**src/pkg/dec_jump_pkg.sv**
```systemverilog
// shared constants and carrier types for the decrement/jump executor
package dec_jump_pkg;
  localparam int          DATA_W      = 8;
  localparam int          INSN_W      = 16;
  localparam int          PC_W        = 16;
  localparam int          LIT_W       = 13;
  // opcode fields
  localparam logic [3:0]  OP_DEC      = 4'h0;
  localparam logic [3:0]  OP_DEC_SZ   = 4'h1;
  localparam logic [3:0]  OP_DEC_SNZ  = 4'h2;
  localparam logic [2:0]  SUB_DEC     = 3'h3;
  localparam logic [2:0]  OP_JUMP     = 3'h6;
  localparam int          TOP_HI      = 15;
  localparam int          TOP_LO      = 12;
  localparam int          SUB_HI      = 11;
  localparam int          SUB_LO      = 9;
  localparam int          DEST_BIT    = 8;
  localparam int          JMP_HI      = 15;
  localparam int          JMP_LO      = 13;
  localparam int          LATH_LIT_HI = 12;
  localparam int          LATH_LIT_LO = 8;
  localparam logic [7:0]  ONE8        = 8'h01;
  localparam logic [7:0]  ZERO8       = 8'h00;
  localparam logic [7:0]  SIGN8       = 8'h80;
  localparam int          NIB_W       = 4;
  localparam logic [15:0] PC_RST      = 16'h0000;
  localparam logic [7:0]  W_RST       = 8'h00;
  // status flag positions inside the 4-bit flag word
  localparam int          FLG_C       = 0;
  localparam int          FLG_DC      = 1;
  localparam int          FLG_Z       = 2;
  localparam int          FLG_OV      = 3;
  localparam logic [3:0]  FLG_RST     = 4'h0;

  typedef struct packed {
    logic       wrEn;
    logic [7:0] addr;
    logic [7:0] data;
  } file_wr_t;

  typedef struct packed {
    logic       overflowFlag;
    logic       zero;
    logic       digitCarryFlag;
    logic       carry;
  } flags_t;
endpackage : dec_jump_pkg

```
**src/dec_jump_exec.sv**
```systemverilog
// decode and four-phase execution of decrement, decrement-skip and jump
module dec_jump_exec #(
  parameter int ADDR_W = 8
) (
  input  wire logic                        clk_sys,
  input  wire logic                        rst_n,
  input  wire logic [15:0]                 insnWord,
  input  wire logic                        insnValid,
  input  wire logic [7:0]                  fileRdData,
  output logic      [7:0]                  fileRdAddr,
  output logic                             fileRdEn,
  output dec_jump_pkg::file_wr_t           fileWr,
  output logic      [7:0]                  working_register,
  output logic      [15:0]                 progCounter,
  output logic      [7:0]                  program_counter_high_latch,
  output dec_jump_pkg::flags_t             statusFlags,
  output logic                             flushPrefetch,
  output logic                             insnRetire,
  output logic                             insnUnknown,
  output logic      [1:0]                  qPhase
);
  // the file port is fixed at one byte of address
  if (ADDR_W != dec_jump_pkg::DATA_W) begin : g_bad_addr_w
    $error("ADDR_W must equal the file address width");
  end

  typedef enum logic [3:0] {
    Q1 = 4'b0001,
    Q2 = 4'b0010,
    Q3 = 4'b0100,
    Q4 = 4'b1000
  } phase_t;

  // kind of the instruction in flight; none also covers forced nops
  typedef enum logic [4:0] {
    K_NONE  = 5'b00001,
    K_DEC   = 5'b00010,
    K_DECZ  = 5'b00100,
    K_DECNZ = 5'b01000,
    K_JUMP  = 5'b10000
  } kind_t;

  phase_t      phase_ff;
  kind_t       kind_ff;
  logic        forcedNop_ff;
  logic [15:0] insn_ff;
  logic [7:0]  operand_ff;
  logic [7:0]  result_ff;
  logic [7:0]  working_register_ff;
  logic [15:0] pc_ff;
  logic [7:0]  lath_ff;
  dec_jump_pkg::flags_t     flags_ff;
  dec_jump_pkg::file_wr_t   fwr_ff;
  logic        flush_ff;
  logic        retire_ff;
  logic        unknown_ff;
  logic        skipPend_ff;
  kind_t       nxt_kind;
  logic [7:0]  nxt_result;
  logic        destFile;
  logic [3:0]  topNib;
  logic [2:0]  subOp;
  logic        isDecKind;
  logic        skipTaken;
  logic [1:0]  phaseNum;
  dec_jump_pkg::flags_t     nxt_flags;

  assign topNib   = insnWord[dec_jump_pkg::TOP_HI:dec_jump_pkg::TOP_LO];
  assign subOp    = insnWord[dec_jump_pkg::SUB_HI:dec_jump_pkg::SUB_LO];
  assign destFile = insn_ff[dec_jump_pkg::DEST_BIT];

  // q-phase sequencer, free running
  always_ff @(posedge clk_sys) begin
    if (!rst_n) begin
      phase_ff <= Q1;
    end else begin
      unique case (phase_ff)
        Q1: phase_ff <= Q2;
        Q2: phase_ff <= Q3;
        Q3: phase_ff <= Q4;
        Q4: phase_ff <= Q1;
        // a corrupted code falls back to q1
        default: phase_ff <= Q1;
      endcase
    end
  end

  // opcode decode, only meaningful in q1
  // jump owns the whole 110 top, so it is tested first
  always_comb begin
    nxt_kind = K_NONE;
    if (insnWord[dec_jump_pkg::JMP_HI:dec_jump_pkg::JMP_LO]
        == dec_jump_pkg::OP_JUMP) begin
      nxt_kind = K_JUMP;
    end else if (subOp == dec_jump_pkg::SUB_DEC) begin
      unique case (topNib)
        dec_jump_pkg::OP_DEC:     nxt_kind = K_DEC;
        dec_jump_pkg::OP_DEC_SZ:  nxt_kind = K_DECZ;
        dec_jump_pkg::OP_DEC_SNZ: nxt_kind = K_DECNZ;
        default:                  nxt_kind = K_NONE;
      endcase
    end
  end

  // q1 latch of instruction; a pending skip or jump turns it into a nop
  always_ff @(posedge clk_sys) begin
    if (!rst_n) begin
      kind_ff      <= K_NONE;
      insn_ff      <= '0;
      forcedNop_ff <= 1'b0;
    end else if (phase_ff == Q1) begin
      insn_ff      <= insnWord;
      forcedNop_ff <= skipPend_ff;
      kind_ff      <= (skipPend_ff || !insnValid) ? K_NONE : nxt_kind;
    end
  end

  // other groups are left to their own executors; flag them, do nothing
  always_ff @(posedge clk_sys) begin
    if (!rst_n) begin
      unknown_ff <= 1'b0;
    end else if (phase_ff == Q1) begin
      unknown_ff <= insnValid && !skipPend_ff && nxt_kind == K_NONE;
    end
  end

  // only the three decrement kinds touch the file
  assign isDecKind  = kind_ff == K_DEC || kind_ff == K_DECZ ||
                      kind_ff == K_DECNZ;

  // q2 file read
  assign fileRdAddr = insn_ff[dec_jump_pkg::DATA_W-1:0];
  assign fileRdEn   = phase_ff == Q2 && isDecKind;

  always_ff @(posedge clk_sys) begin
    if (!rst_n) begin
      operand_ff <= dec_jump_pkg::ZERO8;
    end else if (fileRdEn) begin
      operand_ff <= fileRdData;
    end
  end

  // q3 compute
  // wraps to ff on zero; the borrow shows up in the carry flag
  assign nxt_result = operand_ff - dec_jump_pkg::ONE8;

  always_ff @(posedge clk_sys) begin
    if (!rst_n) begin
      result_ff <= dec_jump_pkg::ZERO8;
    end else if (phase_ff == Q3) begin
      result_ff <= nxt_result;
    end
  end

  // q4 write back into the file; the strobe is a one-cycle pulse
  always_ff @(posedge clk_sys) begin
    if (!rst_n) begin
      fwr_ff <= '0;
    end else begin
      fwr_ff.wrEn <= 1'b0;
      if (phase_ff == Q4 && isDecKind && destFile) begin
        fwr_ff.wrEn <= 1'b1;
        fwr_ff.addr <= insn_ff[dec_jump_pkg::DATA_W-1:0];
        fwr_ff.data <= result_ff;
      end
    end
  end

  // q4 write into the working register
  always_ff @(posedge clk_sys) begin
    if (!rst_n) begin
      working_register_ff <= dec_jump_pkg::W_RST;
    end else if (phase_ff == Q4 && isDecKind && !destFile) begin
      working_register_ff <= result_ff;
    end
  end

  // flags of a decrement; carry is borrow-inverted, set when no borrow
  always_comb begin
    nxt_flags.carry          = operand_ff != dec_jump_pkg::ZERO8;
    nxt_flags.digitCarryFlag =
      operand_ff[dec_jump_pkg::NIB_W-1:0] != '0;
    nxt_flags.zero           = result_ff == dec_jump_pkg::ZERO8;
    nxt_flags.overflowFlag   = operand_ff == dec_jump_pkg::SIGN8;
  end

  // only the plain decrement touches the flags; skips must not
  always_ff @(posedge clk_sys) begin
    if (!rst_n) begin
      flags_ff <= dec_jump_pkg::flags_t'(dec_jump_pkg::FLG_RST);
    end else if (phase_ff == Q4 && kind_ff == K_DEC) begin
      flags_ff <= nxt_flags;
    end
  end

  // does the executing instruction throw away the prefetched one
  always_comb begin
    unique case (kind_ff)
      K_DECZ: begin
        skipTaken = result_ff == dec_jump_pkg::ZERO8;
      end
      K_DECNZ: begin
        skipTaken = result_ff != dec_jump_pkg::ZERO8;
      end
      K_JUMP: begin
        skipTaken = 1'b1;
      end
      K_NONE, K_DEC: begin
        skipTaken = 1'b0;
      end
      default: begin
        skipTaken = 1'b0;
      end
    endcase
  end

  // skip decision at q4, consumed at the next q1
  always_ff @(posedge clk_sys) begin
    if (!rst_n) begin
      skipPend_ff <= 1'b0;
    end else if (phase_ff == Q4) begin
      skipPend_ff <= skipTaken;
    end
  end

  // flush pulse tells the fetch side to drop its prefetched word
  always_ff @(posedge clk_sys) begin
    if (!rst_n) begin
      flush_ff <= 1'b0;
    end else begin
      flush_ff <= phase_ff == Q4 && skipTaken;
    end
  end

  // jump: pc low bits from literal, upper bits kept within the 8k page
  always_ff @(posedge clk_sys) begin
    if (!rst_n) begin
      pc_ff <= dec_jump_pkg::PC_RST;
    end else if (phase_ff == Q3 && kind_ff == K_JUMP) begin
      pc_ff[dec_jump_pkg::LIT_W-1:0] <=
        insn_ff[dec_jump_pkg::LIT_W-1:0];
    end else if (phase_ff == Q4 && kind_ff != K_JUMP) begin
      // sequential advance; a forced nop still consumes its slot
      pc_ff <= pc_ff + 16'h0001;
    end
  end

  // latch refresh; page bits taken from the pc, which the jump keeps
  always_ff @(posedge clk_sys) begin
    if (!rst_n) begin
      lath_ff <= dec_jump_pkg::ZERO8;
    end else if (phase_ff == Q3 && kind_ff == K_JUMP) begin
      lath_ff <= {pc_ff[dec_jump_pkg::PC_W-1:dec_jump_pkg::LIT_W],
                  insn_ff[dec_jump_pkg::LATH_LIT_HI:
                          dec_jump_pkg::LATH_LIT_LO]};
    end
  end

  always_ff @(posedge clk_sys) begin
    if (!rst_n) begin
      retire_ff <= 1'b0;
    end else begin
      // a forced nop never counts as executed
      retire_ff <= phase_ff == Q4 && !forcedNop_ff && kind_ff != K_NONE;
    end
  end

  // registered state straight to the ports
  assign fileWr                     = fwr_ff;
  assign working_register           = working_register_ff;
  assign progCounter                = pc_ff;
  assign program_counter_high_latch = lath_ff;
  assign statusFlags                = flags_ff;
  assign flushPrefetch              = flush_ff;
  assign insnRetire                 = retire_ff;
  assign insnUnknown                = unknown_ff;
  // phase number for the outside world, quarter 0 to 3
  always_comb begin
    unique case (phase_ff)
      Q1: phaseNum = 2'h0;
      Q2: phaseNum = 2'h1;
      Q3: phaseNum = 2'h2;
      Q4: phaseNum = 2'h3;
      default: phaseNum = 2'h0;
    endcase
  end

  assign qPhase = phaseNum;
endmodule : dec_jump_exec

```
**config.mk**
```make
export PLATFORM = sky130hd
export DESIGN_NAME = dec_jump_exec
export DESIGN_NICKNAME = d
export VERILOG_FILES = /design/src/pkg/dec_jump_pkg.sv /design/src/dec_jump_exec.sv
export SDC_FILE = /design/constraint.sdc
export NUM_CORES = 1
export LEC_CHECK = 0
export ABC_CLOCK_PERIOD_IN_PS = 2900
export BUFFER_PORTS_ARGS = -buffer_cell sky130_fd_sc_hd__buf_2
export CAP_MARGIN = 20
export CORE_UTILIZATION = 40
export DETAILED_ROUTE_END_ITERATION = 7
export HOLD_SLACK_MARGIN = 0.05
export MAX_ROUTING_LAYER = met4
export SLEW_MARGIN = 30
export SYNTH_ARGS = -nofsm -noshare
export SYNTH_HDL_FRONTEND = slang
export SYNTH_SLANG_ARGS = --single-unit
```
**constraint.sdc**
```tcl
create_clock -name clk_sys -period 2.9 [get_ports clk_sys]
set_input_delay 0.29 -clock clk_sys [delete_from_list [all_inputs] [get_ports clk_sys]]
set_output_delay 0.29 -clock clk_sys [all_outputs]
set_load 0.02 [all_outputs]
```
==> results_dict.tcl, run 1 <==
set metrics [dict create \
    relSlewSlack 0.427 \
    ant_nets 0 \
    fin_crit_ps 2250 \
    grt_pass1_vias 3310 \
    maxSlewViolCount 0 \
    die_w_microns 106 \
    synth.avg_cell_area_sq_um 8.62 \
    rsz0062_at_grt "false" \
    drv_cap 0 \
    area_growth_pct 15.9 \
    yosys.area_share.simple 0.256 \
    grt_util_all_layers 0.192 \
    pin_count 94 \
    grt_pass1_wl_microns 16600 \
    drive_above_1_share 0.225 \
    ys_top_cells_by_area "dfxtp_1, nand2_1, mux2i_1" \
    yosysUniqueCellTypes 55 \
    start_util 0.415 \
    fmax_mhz 445 \
    synth-xor-area-share 0.0183 \
    synthMuxAreaShare 0.0724 \
    internal-power_mw 1.85 \
    place_congestion 0.789 \
    cts_max_path_buffers 2 \
    finalSetupViolations 0 \
    yosysMostFrequentCell "nand2_1" \
    post_cts_resized 0 \
    drc_errors 0 \
    finalCritPeriodShare 0.774 \
    n_antenna_cell 0 \
    synthFlopType "dfxtp_1" \
    end_kind "register" \
    cts_tree "yes" \
    p_comb_frac 0.096 \
    cts.sinks 96 \
    clock_latency_ps 360 \
    htree_levels 3 \
    irDropWorstVdd_uv 338 \
    synth_top_family_by_area "simple AND/OR/NAND/NOR gates" \
    reg2regPathDepth 5 \
    startpoint_type "register" \
    finClkSkew_ps 13.1 \
    seq_power_share 0.551 \
    synthCells 499 \
    synth_seq_cells 96 \
    cts_setup_buffers 0 \
    synth_nets 529 \
    die_area_sq_um 11200 \
    synth_commonest_cells "nand2_1, dfxtp_1, a21oi_1, mux2i_1, nand3_1" \
    status "complete, no violations" \
    hold_class "in2reg" \
    port_buffers 93 \
    synth_edf_count 0 \
    cts_buffers 9 \
    wl_microns 10300 \
    switching_share 0.277 \
    yosysTopAreaCell "dfxtp_1" \
    syn-cell-area_sq_um 4300 \
    grt_max_degree 67 \
    grt-ovfl-total 0 \
    via_count 3711 \
    critPathKind "reg2reg" \
    clkPwrFrac 0.353 \
    ys_seq_area_frac 0.447 \
    crit_fanout 19 \
    clock-root-buffer "clkbuf_8" \
    routedWlPerCell_microns 14.5 \
    antenna_found_initial 0 \
    tightest_slew_ps 854 \
    nets 602 \
    fin_hold_ws_ps 156 \
    synth_adder_area_share 0.00873 \
    switchingPower_mw 0.710 \
    place_hpwl_microns 7460 \
    async_flop_share 0 \
    tns_ps 0 \
    p_leak_nw 1.96 \
    rrSetupSlack_ps 650 \
    pwr_density_cell_nw_per_um2 514 \
    detail_route.vias_per_cell 5.20 \
    yosysWarnings 0 \
    synth_top_area_share 0.447 \
    die_h_microns 106 \
    synth-compound-area-share 0.141 \
    final_hold_viol_count 0 \
    clk_pin_slew_worst_paths_ps 100 \
    fillCellCount 1035 \
    cts_hold_buf 0 \
    crit_required_ps 3150 \
    core_sq_um 10400 \
    rows 37 \
    drtIter0Drc 233 \
    holdPathStages 3 \
    critical_path_arrival_ps 2500 \
    first_pass_iters 5 \
]
-- layout by cell type (no fill, tap or decap), drive strengths merged, types with 5 or more instances in the layout --
master	netlist	routed
nand3	27	27
nor3	11	11
a211oi	10	10
mux2i	30	30
clkbuf	20	9
xnor2	5	5
or3	8	8
o21ai	18	18
buf	19	101
or4b	5	5
nor2	26	26
or4	6	6
dfxtp	96	96
a22oi	6	6
inv	9	12
a21oi	33	33
a31oi	8	8
and4	5	5
nand2	111	111
-- cells by family (layout without fill, tap and decap cells) --
logic type,count (synthesis),in the layout
AOI/OAI and AO/OA,95,95
muxes,31,31
adders and majority gates,3,3
xor gates and xnor gates,9,9
and+or+nand+nor,217,217
DFF,96,96
buffers and inverters,48,126
-- stage by stage --
stage,power [mW],utilization,worst slack [ps],area (sq um),std cells
final,2.56,0.481,655,4980,713
after global routing,2.68,0.481,470,4980,713
after CTS,2.60,0.481,608,4980,713
after detailed placement,1.69,0.461,681,4780,697
after global placement,1.68,0.461,746,4780,697
after floorplan,1.63,-,1110,4300,499
-- area by class of cell --
class | instances | area [sq um] | share of cell area
Inverter | 9 | 33.8 | 0.00678
Sequential cell | 96 | 1920 | 0.386
Clock inverter | 7 | 77.6 | 0.0156
Multi-Input combinational cell | 355 | 2130 | 0.428
Clock buffer | 9 | 124 | 0.0248
Timing Repair Buffer | 101 | 526 | 0.105
Tap cell | 136 | 170 | 0.0341
-- worst paths after layout --
check	start	to
max reg2reg	phase_ff[2]	progCounter[7]
min reg2reg	insn_ff[10]	insn_ff[10]
min	insnWord[1]	insn_ff[1]
max	phase_ff[2]	progCounter[7]
-- worst max-delay path, stage by stage, from the launching register on --
cell     delay, ps
dfxtp_1        590
nor4b_4        260
buf_4          240
nand3_1        560
mux2i_1        350
o22ai_1        120
-- power groups by stage --
stage	registers (mW)	clock network, mW	logic [mW]
2_1_floorplan	1.41	0	0.214
3_3_place_gp	1.44	0	0.243
3_5_place_dp	1.44	0	0.249
4_1_cts	1.41	0.934	0.250
5_1_grt	1.42	0.985	0.274
6_report	1.41	0.903	0.247
-- flip-flops by register name, indices dropped and copies added (netlist names) --
| name | cells |
|---|---|
| operand_ff | 8 |
| insnRetire | 1 |
| flushPrefetch | 1 |
| kind_ff | 5 |
| result_ff | 8 |
| progCounter | 16 |
| skipPend_ff | 1 |
| forcedNop_ff | 1 |
| phase_ff | 4 |
| insn_ff | 13 |
| statusFlags | 4 |
| insnUnknown | 1 |
| working_register | 8 |
| program_counter_high_latch | 8 |
| fileWr | 17 |
-- per-layer routing --
layer,GRT usage,routed length [microns],vias up
met5,-,0,-
met4,0.0694,73,0
met3,0.0254,420,4
met2,0.282,4590,92
met1,0.269,5250,1713
li1,-,-,1902
Note: power is estimated with default switching activity, not from simulation.
==> run 2: changes to the inputs <==
ABC_CLOCK_PERIOD_IN_PS = 2200   (was 2900)
clock period = 2.2 ns   (was 2.9 ns; I/O delays follow)
==> run 2 against run 1 <==
Combinational power grew 41%. Register-to-register slack worse by 500 ps. Worst hold slack worse by 79 ps. Cell count up 2.1%. Die area unchanged. Non-clock buffer count rose by 15. Sequential power grew 31%. Critical path type unchanged.
==> results_dict.tcl, run 2 (synthesis gave the netlist of run 1 again) <==
set metrics [dict create \
    dpl-instance-area_sq_um 4900 \
    wl_microns 10600 \
    switching_share 0.269 \
    cts_setup_buffers 0 \
    detail_route.vias_per_cell 5.20 \
    place_congestion 0.837 \
    antenna_found_initial 0 \
    area_growth_pct 19.0 \
    clkPwrFrac 0.358 \
    relSlewSlack 0.562 \
    irDropWorstVdd_uv 255 \
    cts_tree "yes" \
    grt-ovfl-total 0 \
    drv_cap 0 \
    fillCellCount 1026 \
    first_pass_iters 4 \
    crit_fanout 10 \
    worst_setup_path_startpoint "phase_ff[0]" \
    finalSetupViolations 0 \
    worstReg2RegStart "phase_ff[0]" \
    start_util 0.415 \
    end_kind "register" \
    tns_ps 0 \
    startpoint_type "register" \
    via_count 3786 \
    clock-root-buffer "clkbuf_8" \
    clock_latency_ps 370 \
    cp-endpoint "progCounter[12]" \
    multi_input_area_sq_um 2140 \
    drive_above_1_share 0.247 \
    final_cell_mix "nand2_1, dfxtp_1, buf_2, a21oi_1, mux2i_1" \
    die_h_microns 106 \
    drc_errors 0 \
    status "complete, no violations" \
    clk_pin_slew_worst_paths_ps 100 \
    rrSetupSlack_ps 150 \
    grt_pass1_vias 3563 \
    place_hpwl_microns 7600 \
    cts.sinks 96 \
    grt_pass1_wl_microns 17500 \
    reg2regPathDepth 5 \
    cts_hold_buf 0 \
    cts_buffers 9 \
    cts_max_path_buffers 2 \
    tightest_slew_ps 658 \
    maxSlewViolCount 0 \
    p_leak_nw 2.04 \
    finClkSkew_ps 10.1 \
    switchingPower_mw 0.920 \
    finalCritPeriodShare 0.930 \
    seq_power_share 0.540 \
    critical-path-max-stage-delay_ps 610 \
    nets 617 \
    drtIter0Drc 234 \
    layout_commonest_cell "nand2_1" \
    grt_util_all_layers 0.203 \
    pin_count 94 \
    path_cells "or4b_4, nor3_4, buf_4, nand2_1, a31oi_1" \
    final-seq-area_sq_um 1920 \
    rsz0062_at_grt "false" \
    fin_total_pwr_mw 3.43 \
    grt_max_degree 67 \
    critical_path_arrival_ps 2340 \
    ant_nets 0 \
    crit_slowest_cell "or4b_4" \
    pwr_density_cell_nw_per_um2 669 \
    hold_class "in2reg" \
    rows 37 \
    p_comb_frac 0.102 \
    n_antenna_cell 0 \
    die_area_sq_um 11200 \
    core_sq_um 10400 \
    fin_crit_ps 2050 \
    largest_reg_flops 17 \
    die_w_microns 106 \
    finish.instance_area_sq_um 5120 \
    crit_required_ps 2500 \
    fmax_mhz 489 \
    reg2reg_to "progCounter[12]" \
    critPathKind "reg2reg" \
    htree_levels 3 \
    final_hold_viol_count 0 \
    internal-power_mw 2.51 \
    port_buffers 93 \
    routedWlPerCell_microns 14.5 \
]
==> run 2: timing repair <==
action                     CTS  global route
setup endpoints to repair    0             1
hold endpoints to repair     0             0
gates resized for setup      0             1
==> run 2: final cells by class <==
type	instances	area share
sequential	96	0.376
multi-input combinational	355	0.418
tap	136	0.0333
clock buffer	11	0.0296
timing repair buffer	116	0.125
clock inverter	5	0.0125
inverter	9	0.00660
==> run 2: critical path, delay by kind of cell, from the launching register on <==
kind | cells | cell delay (ps)
AO/OA/AOI/OAI | 1 | 170
buffers and inverters | 1 | 240
flip-flops | 1 | 450
AND/OR/NAND/NOR | 3 | 1110
==> run 2: power by group through the flow <==
stage	Clock [mW]	Combinational, mW	Sequential, mW
2_1_floorplan	0	0.282	1.86
3_3_place_gp	0	0.343	1.89
3_5_place_dp	0	0.349	1.89
4_1_cts	1.27	0.350	1.85
5_1_grt	1.34	0.390	1.86
6_report	1.23	0.349	1.85
==> run 2: worst min path at each step <==
stage / to / start / slack, ps / depth (start not counted)
4_1_cts: insn_ff[2] / insnWord[2] / 60 / 3
3_5_place_dp: insnRetire / forcedNop_ff / 430 / 1
2_1_floorplan: insn_ff[10] / insnWord[10] / 360 / 2
5_1_grt: insn_ff[0] / insnWord[0] / 60 / 3
3_3_place_gp: insnRetire / forcedNop_ff / 420 / 1
6_report: insn_ff[2] / insnWord[2] / 80 / 3
==> run 2: metrics by stage <==
stage	hold WS (ps)	std cells	worst slack [ps]	utilization
final	76.3	728	155	0.493
after floorplan	356	499	408	-
after CTS	59.1	728	5.19	0.493
after global placement	424	712	287	0.472
after global routing	62.1	728	1.53	0.493
after detailed placement	426	712	211	0.472
==> run 2: layer usage <==
layer | GRT usage | share of wire | up-vias
met5 | - | 0 | -
met4 | 0.0784 | 0.011 | 0
met3 | 0.0359 | 0.047 | 8
met2 | 0.305 | 0.45 | 92
met1 | 0.272 | 0.49 | 1759
li1 | - | - | 1927
